[src/verilog/fdhc_regs.svh]
// Register offsets, field positions, reset values and timing figures
`ifndef FDHC_REGS_SVH
`define FDHC_REGS_SVH
// ----------------------------------------
// Register byte offsets
// ----------------------------------------
`define FDHC_A_FUNC 8'h00
`define FDHC_A_CHIP 8'h04
`define FDHC_A_DOR 8'h08
`define FDHC_A_RATE 8'h0C
`define FDHC_A_DSR 8'h10
`define FDHC_A_CONF 8'h14
`define FDHC_A_MODE 8'h18
`define FDHC_A_STAT 8'h1C
`define FDHC_A_ISTAT 8'h20
`define FDHC_A_IEN 8'h24
`define FDHC_A_ICLR 8'h28
// ----------------------------------------
// Field positions
// ----------------------------------------
`define FDHC_B_FDC_EN 3
`define FDHC_B_ALT 2
`define FDHC_B_DMA_EN 3
`define FDHC_B_FIFO 0
`define FDHC_B_M_RD 0
`define FDHC_B_M_WR 1
`define FDHC_B_M_NOBURST 2
`define FDHC_B_M_OD 3
`define FDHC_B_M_DEN 4
`define FDHC_B_M_PERP 6
`define FDHC_B_PC 2
`define FDHC_W_IRQ 2
`define FDHC_E_TC 0
`define FDHC_E_CONF 1
// ----------------------------------------
// Reset values and codes
// ----------------------------------------
`define FDHC_R_BYTE 8'h00
`define FDHC_R_RATE 2'h0
`define FDHC_PC_DEFAULT 3'h0
`define FDHC_PC_OFF 3'h7
`define FDHC_PC_LAST 3'h6
// ----------------------------------------
// Timing in picoseconds
// ----------------------------------------
`define FDHC_CLK_PS 4000
`define FDHC_PC_DEF_PS 125000
`define FDHC_PC_1M_PS 41670
`define FDHC_PC_STEP_PS 41670
`define FDHC_PC_MAX_PS 250000
`endif

[src/verilog/fdhc_pkg.sv]
// Types shared by the floppy host configuration block
package fdhc_pkg;
   typedef enum logic [1:0] {
      FDHC_DR_500K = 2'h0,
      FDHC_DR_300K = 2'h1,
      FDHC_DR_250K = 2'h2,
      FDHC_DR_1M = 2'h3
   } fdhc_rate_t;
   typedef enum logic [1:0] {
      FDHC_DEN_AUTO = 2'h0,
      FDHC_DEN_AUTO2 = 2'h1,
      FDHC_DEN_OFF = 2'h2,
      FDHC_DEN_ON = 2'h3
   } fdhc_den_t;
   typedef enum {FDHC_ST_IDLE, FDHC_ST_ACC} fdhc_apb_st_t;
endpackage

[src/verilog/fdhc_top.sv]
// Floppy controller host configuration, mode and pin polarity logic
`timescale 1ns/1ns
`include "fdhc_regs.svh"

module fdhc_top
   import fdhc_pkg::*;
#(
   parameter int PCW = 7
) (
   input wire logic clock,
   input wire logic nrst,
   input wire logic psel,
   input wire logic penable,
   input wire logic pwrite,
   input wire logic [7:0] paddr,
   input wire logic [31:0] pwdata,
   output logic [31:0] prdata,
   output logic pready,
   output logic pslverr,
   input wire logic core_irq,
   input wire logic core_drq,
   input wire logic core_high_density,
   input wire logic dack_n,
   input wire logic tc_in,
   output logic irq_out,
   output logic irq_oe,
   output logic drq_out,
   output logic drq_oe,
   output logic density_select_out,
   output logic tc_active,
   output logic fifo_rd_active,
   output logic fifo_wr_active,
   output logic burst_en,
   output logic disk_open_drain,
   output logic perp_active,
   output logic [1:0] data_rate,
   output logic [PCW-1:0] precomp_cycles,
   output logic irq
);
   // ----------------------------------------
   // Register bus
   // ----------------------------------------
   fdhc_apb_st_t st;
   logic acc;
   logic wr;
   logic function_enable_reg_one;
   logic chip_config_one;
   logic digital_output_reg;
   logic [1:0] rate_config_reg;
   logic [2:0] pc_code;
   logic fifo_en;
   logic m_rd;
   logic m_wr;
   logic m_noburst;
   logic next_noburst;
   logic m_od;
   logic [1:0] m_den;
   logic m_perp;
   logic [`FDHC_W_IRQ-1:0] istat;
   logic [`FDHC_W_IRQ-1:0] ien;
   logic [`FDHC_W_IRQ-1:0] ev;
   logic next_en;
   logic next_alt;
   logic next_dma;
   logic [1:0] next_rate;
   logic [2:0] next_pc;
   logic next_fifo;
   logic next_rd;
   logic next_wr;
   logic next_od;
   logic [1:0] next_den;
   logic next_perp;
   logic tc_seen;

   function automatic logic hit(input logic [7:0] a, input logic [7:0] r);
      hit = (a == r);
   endfunction

   function automatic logic [PCW-1:0] pc_calc(input logic [2:0] c, input logic [1:0] r);
      int ps;
      ps = 0;
      if (c == `FDHC_PC_DEFAULT) begin
         ps = (r == FDHC_DR_1M) ? `FDHC_PC_1M_PS : `FDHC_PC_DEF_PS;
      end else if (c != `FDHC_PC_OFF) begin
         ps = int'(c) * `FDHC_PC_STEP_PS;
         if (ps > `FDHC_PC_MAX_PS) begin
            ps = `FDHC_PC_MAX_PS;
         end
      end
      pc_calc = PCW'(ps / `FDHC_CLK_PS);
   endfunction

   assign acc = (st == FDHC_ST_ACC) && psel && penable;
   assign wr = acc && pwrite;

   always_ff @(posedge clock or negedge nrst) begin
      if (!nrst) begin
         st <= FDHC_ST_IDLE;
      end else begin
         unique case (st)
            FDHC_ST_IDLE: if (psel && penable) begin
               st <= FDHC_ST_ACC;
            end
            FDHC_ST_ACC: st <= FDHC_ST_IDLE;
         endcase
      end
   end

   // One wait state, so read data and error come from flops
   always_ff @(posedge clock or negedge nrst) begin
      if (!nrst) begin
         pready <= 1'b0;
         pslverr <= 1'b0;
         prdata <= 32'h0000_0000;
      end else begin
         pready <= (st == FDHC_ST_IDLE) && psel && penable;
         pslverr <= 1'b0;
         prdata <= 32'h0000_0000;
         if ((st == FDHC_ST_IDLE) && psel && penable) begin
            unique case (paddr)
               `FDHC_A_FUNC: prdata[`FDHC_B_FDC_EN] <= function_enable_reg_one;
               `FDHC_A_CHIP: prdata[`FDHC_B_ALT] <= chip_config_one;
               `FDHC_A_DOR: prdata[`FDHC_B_DMA_EN] <= digital_output_reg;
               `FDHC_A_RATE: prdata[1:0] <= rate_config_reg;
               `FDHC_A_DSR: prdata[4:0] <= {pc_code, rate_config_reg};
               `FDHC_A_CONF: prdata[`FDHC_B_FIFO] <= fifo_en;
               `FDHC_A_MODE: prdata[6:0] <= {m_perp, m_den, m_od, m_noburst, m_wr, m_rd};
               `FDHC_A_STAT: prdata[3:0] <= {tc_seen, chip_config_one, fifo_en, function_enable_reg_one};
               `FDHC_A_ISTAT: prdata[`FDHC_W_IRQ-1:0] <= istat;
               `FDHC_A_IEN: prdata[`FDHC_W_IRQ-1:0] <= ien;
               `FDHC_A_ICLR: prdata <= 32'h0000_0000;
               default: pslverr <= 1'b1;
            endcase
         end
      end
   end

   // ----------------------------------------
   // Configuration next values
   // ----------------------------------------
   // Decoded from the bus address, as the pins would be
   always_comb begin
      next_en = function_enable_reg_one;
      next_alt = chip_config_one;
      next_dma = digital_output_reg;
      next_rate = rate_config_reg;
      next_pc = pc_code;
      next_fifo = fifo_en;
      next_rd = m_rd;
      next_wr = m_wr;
      next_noburst = m_noburst;
      next_od = m_od;
      next_den = m_den;
      next_perp = m_perp;
      if (wr && hit(paddr, `FDHC_A_FUNC)) begin
         next_en = pwdata[`FDHC_B_FDC_EN];
      end
      if (wr && hit(paddr, `FDHC_A_CHIP)) begin
         next_alt = pwdata[`FDHC_B_ALT];
      end
      if (wr && hit(paddr, `FDHC_A_DOR)) begin
         next_dma = pwdata[`FDHC_B_DMA_EN];
      end
      if (wr && (hit(paddr, `FDHC_A_RATE) || hit(paddr, `FDHC_A_DSR))) begin
         next_rate = pwdata[1:0];
      end
      if (wr && hit(paddr, `FDHC_A_DSR)) begin
         next_pc = pwdata[`FDHC_B_PC+2:`FDHC_B_PC];
      end
      if (wr && hit(paddr, `FDHC_A_CONF)) begin
         next_fifo = pwdata[`FDHC_B_FIFO];
      end
      if (wr && hit(paddr, `FDHC_A_MODE)) begin
         next_rd = pwdata[`FDHC_B_M_RD];
         next_wr = pwdata[`FDHC_B_M_WR];
         next_noburst = pwdata[`FDHC_B_M_NOBURST];
         next_od = pwdata[`FDHC_B_M_OD];
         next_den = pwdata[`FDHC_B_M_DEN+1:`FDHC_B_M_DEN];
         next_perp = pwdata[`FDHC_B_M_PERP];
      end
   end

   // ----------------------------------------
   // Configuration registers
   // ----------------------------------------
   always_ff @(posedge clock or negedge nrst) begin
      if (!nrst) begin
         function_enable_reg_one <= 1'b0;
         chip_config_one <= 1'b0;
         digital_output_reg <= 1'b0;
         rate_config_reg <= `FDHC_R_RATE;
         pc_code <= `FDHC_PC_DEFAULT;
      end else begin
         function_enable_reg_one <= next_en;
         chip_config_one <= next_alt;
         digital_output_reg <= next_dma;
         rate_config_reg <= next_rate;
         pc_code <= next_pc;
      end
   end

   // FIFO off and push-pull after reset
   always_ff @(posedge clock or negedge nrst) begin
      if (!nrst) begin
         fifo_en <= 1'b0;
         m_rd <= 1'b1;
         m_wr <= 1'b1;
         m_noburst <= 1'b0;
         m_od <= 1'b0;
         m_den <= FDHC_DEN_AUTO;
         m_perp <= 1'b0;
      end else begin
         fifo_en <= next_fifo;
         m_rd <= next_rd;
         m_wr <= next_wr;
         m_noburst <= next_noburst;
         m_od <= next_od;
         m_den <= next_den;
         m_perp <= next_perp;
      end
   end

   // ----------------------------------------
   // Pin and mode outputs
   // ----------------------------------------
   // Driven from next values so a write shows at the same edge as its register
   always_ff @(posedge clock or negedge nrst) begin
      if (!nrst) begin
         irq_out <= 1'b0;
         irq_oe <= 1'b0;
         drq_out <= 1'b0;
         drq_oe <= 1'b0;
         density_select_out <= 1'b0;
      end else begin
         irq_out <= next_en && core_irq;
         drq_out <= next_en && core_drq;
         irq_oe <= next_en && (next_alt || next_dma);
         drq_oe <= next_en && (next_alt || next_dma);
         if (!next_en) begin
            density_select_out <= 1'b0;
         end else begin
            unique case (next_den)
               FDHC_DEN_OFF: density_select_out <= next_alt;
               FDHC_DEN_ON: density_select_out <= !next_alt;
               default: density_select_out <= core_high_density ^ next_alt;
            endcase
         end
      end
   end

   // Polarity fixed per mode; DACK qualifies the count
   always_ff @(posedge clock or negedge nrst) begin
      if (!nrst) begin
         tc_active <= 1'b0;
      end else begin
         tc_active <= next_en && !dack_n && (tc_in ^ next_alt);
      end
   end

   always_ff @(posedge clock or negedge nrst) begin
      if (!nrst) begin
         fifo_rd_active <= 1'b0;
         fifo_wr_active <= 1'b0;
         burst_en <= 1'b0;
         disk_open_drain <= 1'b0;
         perp_active <= 1'b0;
      end else begin
         fifo_rd_active <= next_en && next_fifo && next_rd;
         fifo_wr_active <= next_en && next_fifo && next_wr;
         burst_en <= next_en && next_fifo && !next_noburst;
         disk_open_drain <= next_od;
         perp_active <= next_en && next_perp;
      end
   end

   always_ff @(posedge clock or negedge nrst) begin
      if (!nrst) begin
         data_rate <= `FDHC_R_RATE;
         precomp_cycles <= '0;
      end else begin
         data_rate <= next_rate;
         precomp_cycles <= pc_calc(next_pc, next_rate);
      end
   end

   // ----------------------------------------
   // Interrupt status
   // ----------------------------------------
   always_comb begin
      ev = '0;
      ev[`FDHC_E_TC] = tc_active && !tc_seen;
      ev[`FDHC_E_CONF] = wr && hit(paddr, `FDHC_A_CONF);
   end

   always_ff @(posedge clock or negedge nrst) begin
      if (!nrst) begin
         tc_seen <= 1'b0;
      end else begin
         tc_seen <= tc_active;
      end
   end

   // New event wins over a clear in the same cycle
   always_ff @(posedge clock or negedge nrst) begin
      if (!nrst) begin
         istat <= '0;
         ien <= '0;
         irq <= 1'b0;
      end else begin
         if (wr && hit(paddr, `FDHC_A_ICLR)) begin
            istat <= (istat & ~pwdata[`FDHC_W_IRQ-1:0]) | ev;
         end else begin
            istat <= istat | ev;
         end
         if (wr && hit(paddr, `FDHC_A_IEN)) begin
            ien <= pwdata[`FDHC_W_IRQ-1:0];
         end
         irq <= |(istat & ien);
      end
   end
endmodule

[config.mk]
export PLATFORM = sky130hd
export DESIGN_NAME = fdhc_top
export DESIGN_NICKNAME = d
export VERILOG_FILES = /design/src/verilog/fdhc_pkg.sv /design/src/verilog/fdhc_top.sv
export VERILOG_INCLUDE_DIRS = /design/src /design/src/verilog
export SDC_FILE = /design/constraint.sdc
export NUM_CORES = 1
export LEC_CHECK = 0
export ABC_AREA = 1
export BUFFER_PORTS_ARGS = -buffer_cell sky130_fd_sc_hd__buf_2
export CORE_UTILIZATION = 45
export DETAILED_ROUTE_END_ITERATION = 6
export GPL_ROUTABILITY_DRIVEN = 0
export PLACE_DENSITY_LB_ADDON = 0.1
export SLEW_MARGIN = 0
export SYNTH_ARGS = -nofsm -noshare
export SYNTH_HDL_FRONTEND = slang
export SYNTH_SLANG_ARGS = --single-unit
[constraint.sdc]
create_clock -name clock -period 5.9 [get_ports clock]
set_input_delay 0 -clock clock [delete_from_list [all_inputs] [get_ports clock]]
set_output_delay 0 -clock clock [all_outputs]
set_load 0.005 [all_outputs]
======== Yosys cells after proc, flatten, opt, wreduce, memory -nomap -nowiden ========
Index checks and enable logic that the tools add are counted.
cells by class
  multiply operators ...................... 1
  div/mod/pow operators ................... 1
  $lt $le $gt $ge ......................... 1
  equality and inequality tests ........... 17
  mux-type cells .......................... 29
  bitwise logic cells ..................... 7
  reduce and logical (&&, ||, !) cells .... 40
operator list
  kind                                                             number
  logical NOT 32 bit                                               2
  case mux 32 bit (2 select lines)                                 1
  two-way mux 19 bit                                               3
  divider 32 x 13 -> 32 bit, second input constant                 1
  equality test 32 x 1 -> 1 bit, second input constant             1
  equality test 32 x 2 -> 1 bit, second input constant             1
  equality test 8 x 5 -> 1 bit, second input constant              4
  two-way mux 32 bit                                               1
  logical AND 1 bit                                                26
  equality test 8 x 6 -> 1 bit, second input constant              3
  greater-than comparator 19 x 18 -> 1 bit, second input constant  1
  multiplier 3 x 15 -> 18 bit, second input constant               1
  two-way mux 17 bit                                               1
  equality test 8 x 4 -> 1 bit, second input constant              2
  two-way mux 1 bit                                                11
  OR reduction 11 bit                                              1
  case mux 1 bit (5 select lines)                                  2
  equality test 8 x 3 -> 1 bit, second input constant              1
  logical NOT 8 bit                                                1
  two-way mux 2 bit                                                4
  two-way mux 7 bit                                                1
  equality test 2 bit, second input constant                       3
  case mux 1 bit (6 select lines)                                  1
  OR reduction 2 bit                                               3
  12 further kinds                                                 20
storage, ports and cells
  register bits after elaboration ......... 104
  output and inout port bits .............. 55
  logic and storage cells ................. 126

======== Depth between registers and ports, before layout ========
  depth after elaboration ................. 12
  mapped depth ............................ 57

======== Worst setup path before layout ========
No wires, ideal clock.
  path type ............................... register to register
  start ................................... register st[0]
  end ..................................... register precomp_cycles[0]
  library setup time ...................... 0.125 ns
  data arrival time ....................... 5.333 ns
  data required time ...................... 5.775 ns
  setup slack ............................. 0.442 ns
  stages on the path, launching flop included .. 49
  clock period less this slack ............ 5.458 ns
  path through ............................ dfrtp_1 -> nand2_1 -> nor2_2 -> inv_1 -> nor2_8 -> nand2_1 -> o21ai_2 -> ha_1 -> ha_1 -> inv_1 -> fa_1 -> xnor2_1 -> nand2_1 -> nor2_1 -> nor2_1 -> a21oi_1 -> nand3_1 -> nand2_1 -> (+13 left out) -> inv_4 -> nor2_8 -> nand2_4 -> nand3_4 -> nand2_1 -> nand2_2 -> nor2_4 -> nand3_4 -> nand2_1 -> nand2_1 -> nand2_1 -> nand3_1 -> nor2_2 -> nand2_2 -> nand2_1 -> nand2_1 -> a21oi_1 -> nand3_1
between the ends
  cells in the longest elaborated chain, start to end .. 12
  elaborated cells on any way between the ends .. 18
ends and longest elaborated chain
  item                                                       line             text
  start, declared                                            fdhc_top.sv:43   fdhc_apb_st_t st;
  start signal, assigned                                     fdhc_top.sv:98   st <= FDHC_ST_IDLE;
  start signal, assigned                                     fdhc_top.sv:102  st <= FDHC_ST_ACC;
  start signal, assigned                                     fdhc_top.sv:104  FDHC_ST_ACC: st <= FDHC_ST_IDLE;
  equality test 32 x 2 -> 1 bit *                            fdhc_top.sv:93   assign acc = (st == FDHC_ST_ACC) && psel && penable;
  logical AND 1 bit * (2 in a row)                           fdhc_top.sv:93
  logical AND 1 bit *                                        fdhc_top.sv:94   assign wr = acc && pwrite;
  logical AND 1 bit *                                        fdhc_top.sv:167  if (wr && hit(paddr, `FDHC_A_DSR)) begin
  two-way mux 3 bit *                                        fdhc_top.sv:167
  named net next_pc[1]                                       fdhc_top.sv:66   logic [2:0] next_pc;
  multiplier 3 x 15 -> 18 bit (no source line)               n/a
  greater-than comparator 19 x 18 -> 1 bit (no source line)  n/a
  two-way mux 19 bit                                         fdhc_top.sv:86   if (ps > `FDHC_PC_MAX_PS) begin
  two-way mux 19 bit                                         fdhc_top.sv:84   end else if (c != `FDHC_PC_OFF) begin
  two-way mux 19 bit *                                       fdhc_top.sv:82   if (c == `FDHC_PC_DEFAULT) begin
  divider 32 x 13 -> 32 bit (no source line) *               n/a
  end signal, assigned                                       fdhc_top.sv:282  precomp_cycles <= pc_calc(next_pc, next_rate);
  end, declared                                              fdhc_top.sv:37   output logic [PCW-1:0] precomp_cycles,
Mark *: on every way through the listed nets, which the timed path passes. The rest lies on a longest branch.
A chain may end at the register's enable or synchronous reset.

======== Final worst setup path ========
Ends and elaborated chain as after synthesis.

==> tab_implementation.tex <==
\begin{tabular}{lr}
\hline
Metric & Value \\
\hline
\multicolumn{2}{l}{\textbf{Run}} \\
\quad MaxCap Viol Count & 0 \\
\multicolumn{2}{l}{\textbf{Run status}} \\
\quad Status & complete, no violations \\
\multicolumn{2}{l}{\textbf{Power}} \\
\quad Share of power burned in registers & between 40\% and 50\% \\
\quad Leak & 3.12 nW \\
\quad Power share of the combinational group & between 20\% and 30\% \\
\quad Internal power summed over all cells & between 0.5 and 0.6 mW \\
\quad Total power consumption of the routed design & between 0.7 and 0.8 mW \\
\quad Switch share & 29.1\% \\
\quad Sw Pwr & between 0.2 and 0.25 mW \\
\quad Largest vdd supply drop & 0.000123 V \\
\quad Power per cell area & about 130 nW/um\^{}2 \\
\quad Part of the total power dissipated in the clock network & around a third \\
\multicolumn{2}{l}{\textbf{Layout}} \\
\quad Final Instance Area & 5800 um\^{}2 \\
\quad Biggest registers after layout & prdata: 7 flops, precomp\_cycles: 7 flops, pc\_code: 3 flops \\
\quad Share of final-layout standard cells stronger than drive strength 1 & a little under two fifths \\
\quad Antenna Diode Count & 0 \\
\quad Filler Cells Inserted & approximately 870 \\
\quad Most frequent standard cell in the layout excluding fill and tap cells & nand2\_1 \\
\quad Final cell count without fillers & roughly 900 \\
\quad \# nets final & 848 \\
\quad Area growth syn-to-layout & 30.3\% \\
\quad Top library cells by usage in the layout, fill and taps aside & 141 x nand2\_1, 89 x inv\_1, 68 x buf\_4 \\
\multicolumn{2}{l}{\textbf{Drt}} \\
\quad DRC marker count from the first detailed-route iteration & 237 \\
\quad Overall routed net length & approximately 11 mm \\
\quad Average detailed-routed wire length per instance & about 12 um \\
\quad Routed via count & 4416 \\
\quad TritonRoute pass-1 iters & 5 \\
\quad DRC viols & 0 \\
\quad DRT antenna net count & 0 \\
\quad DR vias/cell & approximately 4.8 \\
\multicolumn{2}{l}{\textbf{Clocking}} \\
\quad Clock sink total & between 40 and 50 \\
\quad H-Tree Depth & 2 \\
\quad TritonCTS clock tree & done \\
\quad Clock network latency to the later pin of the worst-skew pair & 0.32 ns \\
\quad Max Root-Sink Buffers & 2 \\
\quad Clock transition at the register clock pins on the worst setup and hold paths after CTS & about 0.090 ns \\
\quad Number of buffers added by the clock tree synthesis step & 5 \\
\quad Root buffer cell & clkbuf\_8 \\
\multicolumn{2}{l}{\textbf{Yosys}} \\
\quad Synth Cell Area & $\sim$4500 um\^{}2 \\
\quad Mean cell area of the mapped netlist & 6.85 um\^{}2 \\
\quad Fraction of registers with async set or reset after synthesis & 100\% \\
\quad Cell accounting for the most synthesized area & dfrtp\_1 \\
\quad EDFF count, synth & 0 \\
\quad Count of yosys warnings during synthesis & 0 \\
\quad Sequential cell area fraction in the yosys report & a little over a quarter \\
\quad Post-synth top flop & dfrtp\_1 \\
\quad Synth top area share & 25.8\% \\
\quad Mapped Cells & 650 \\
\quad Number of distinct library cells after synthesis & 46 \\
\quad Register bit total from synthesis & between 40 and 50 \\
\quad Leading cell types by total area after synthesis & dfrtp\_1 26\%, nand2\_1 13\%, inv\_1 7.8\% \\
\multicolumn{2}{l}{\textbf{Place}} \\
\quad PortBufs & 54 \\
\quad Number of placed instances with taps included & about 900 \\
\quad Placed standard-cell area & 5170 um\^{}2 \\
\quad Total half-perimeter wirelength after legalization and detailed placement & roughly 9 mm \\
\multicolumn{2}{l}{\textbf{Timing}} \\
\quad Fraction of the cycle the final worst path needs & 97.8\% \\
\quad Setup Skew & about 0.013 ns \\
\quad Highest clock rate & between 0.15 and 0.2 GHz \\
\quad Worst hold slack across all endpoints & around 0.012 ns \\
\quad RSZ-0062 raised after global routing & true \\
\quad Max\_slew headroom & $\sim$28\% \\
\quad Slew Limit Fails & 0 \\
\quad Final hold violation count & 0 \\
\quad Setup violation total in the final timing report & 0 \\
\quad Minimum clock period & $\sim$5.8 ns \\
\quad Tightest Pin Transition & $\sim$1.1 ns \\
\multicolumn{2}{l}{\textbf{Floorplan}} \\
\quad Ports & approximately 110 \\
\quad Die boundary width & slightly above 100 um \\
\quad Placement Rows & 35 \\
\quad Std-Cell Core Area & 9420 um\^{}2 \\
\quad Chip height & between 100 and 150 um \\
\quad Die Outline Area & 10300 um\^{}2 \\
\quad Initial core utilization & 47.3\% \\
\multicolumn{2}{l}{\textbf{Worst setup path}} \\
\quad Endpoint type of the worst setup path & flip-flop \\
\quad Total buffers and inverters traversed by the critical path & 12 \\
\quad Cell at the slowest stage of the critical path & dfrtp\_1 \\
\quad Arrival @ worst endpoint & between 6 and 7 ns \\
\quad Largest fanout of any net on the critical path & 7 \\
\quad Required time of the worst setup path & 6.15 ns \\
\quad Critical path startpoint category & flip-flop \\
\quad Family with the most delay on the worst path & simple AND/OR/NAND/NOR gates \\
\quad Setup CP Type & reg -> reg \\
\quad Highest cell delay on the worst timing path & slightly below 0.4 ns \\
\multicolumn{2}{l}{\textbf{GRT}} \\
\quad Global-route wire length before repair & between 15 and 20 mm \\
\quad Largest net degree at the start of global routing & between 40 and 50 \\
\quad Global-route usage over all layers & about 23\% \\
\quad Initial antenna violation count & 0 \\
\quad Aggregate global routing overflow & 0 \\
\quad Via count of the first global-routing pass & around 4100 \\
\multicolumn{2}{l}{\textbf{Hold path}} \\
\quad Hold crit path type & in -> reg \\
\hline
\end{tabular}
routing by layer:
layer	vias up	GRT usage [%]	wire, um	share of wire (%)
met5	-	0	0	0
met4	0	5.46	161	1.4
met3	19	2.76	526	4.6
met2	125	38.6	5390	47
met1	1987	30.9	5370	47
li1	2285	-	-	-
path summary, 6_finish.rpt:
check                      startpoint                 to  slack (ns)  depth (start not counted)
max                             st[0]  precomp_cycles[0]        0.13                         52
min                              psel              st[0]        0.01                          3
max reg2reg                     st[0]  precomp_cycles[0]        0.13                         52
min reg2reg                 tc_active            tc_seen        0.40                          0
max in group asynchronous        nrst             drq_oe        4.81                          2
min in group asynchronous        nrst       data_rate[0]        0.43                          2
cells in the mapped netlist, types with 3 or more instances:
master,count
nand3_4,5
nand2_4,13
nor3_1,7
o211ai_1,4
nor2_1,50
a21oi_1,16
ha_1,10
inv_1,92
buf_4,26
o21ai_1,11
nor2_4,5
nand3_2,14
dfrtp_1,46
nand2_2,32
nand4_1,11
nand2_1,151
a31oi_1,3
a211oi_1,4
xor2_1,9
nand3_1,54
o22ai_1,6
o21ai_0,22
nor2_2,8
inv_2,24
cell families (layout without fill, tap and decap cells):
group | after synthesis | count (layout) | synth area share [%]
muxes | 1 | 1 | 0.253
AOI/OAI and AO/OA | 74 | 74 | 9.89
other | 1 | 25 | 0.0842
adders and majority gates | 11 | 11 | 3.26
buffers and inverters | 148 | 262 | 15.0
xor gates and xnor gates | 10 | 10 | 1.97
DFF | 48 | 48 | 27.0
and+or+nand+nor | 357 | 357 | 42.5
final cells by class:
type                    instances  area (um^2)  share of cell area, %
multi-input cells             478         2950                   50.7
clock buffers                   5         68.8                   1.19
inverters                     119          459                   7.91
repair buffers                135          920                   15.8
well taps                     129          161                   2.78
flip-flops and latches         48         1200                   20.7
clock inverters                 3         46.3                  0.798
tightest hold or removal path, stage by stage:
cell	delay, ns
buf_2	0.10
nand2_1	0.13
nor2_1	0.06
power groups by stage:
stage | sequential, mW | clock [mW] | combinational (mW)
after floorplan | 0.343 | 0 | 0.0969
after global placement | 0.342 | 0 | 0.137
after detailed placement | 0.342 | 0 | 0.139
after CTS | 0.336 | 0.255 | 0.146
after global routing | 0.336 | 0.267 | 0.180
final | 0.336 | 0.247 | 0.161
through the flow:
step | utilization (%) | setup slack (ns) | setup TNS (ns)
after floorplan | - | 0.442 | 0
after global placement | 54.9 | 0.0764 | 0
after detailed placement | 54.9 | -0.0762 | -0.0762
after CTS | 57.5 | 0.0364 | 0
after global routing | 61.6 | -0.398 | -0.398
final | 61.6 | 0.129 | 0
what timing repair did:
action,in CTS,in global routing
buffers inserted,1,16
gates resized for setup,5,63
hold buffers,10,0
pin swaps,1,38
hold endpoints to repair,55,0
setup endpoints to repair,1,2
Note: power is estimated with default switching activity, not from simulation.
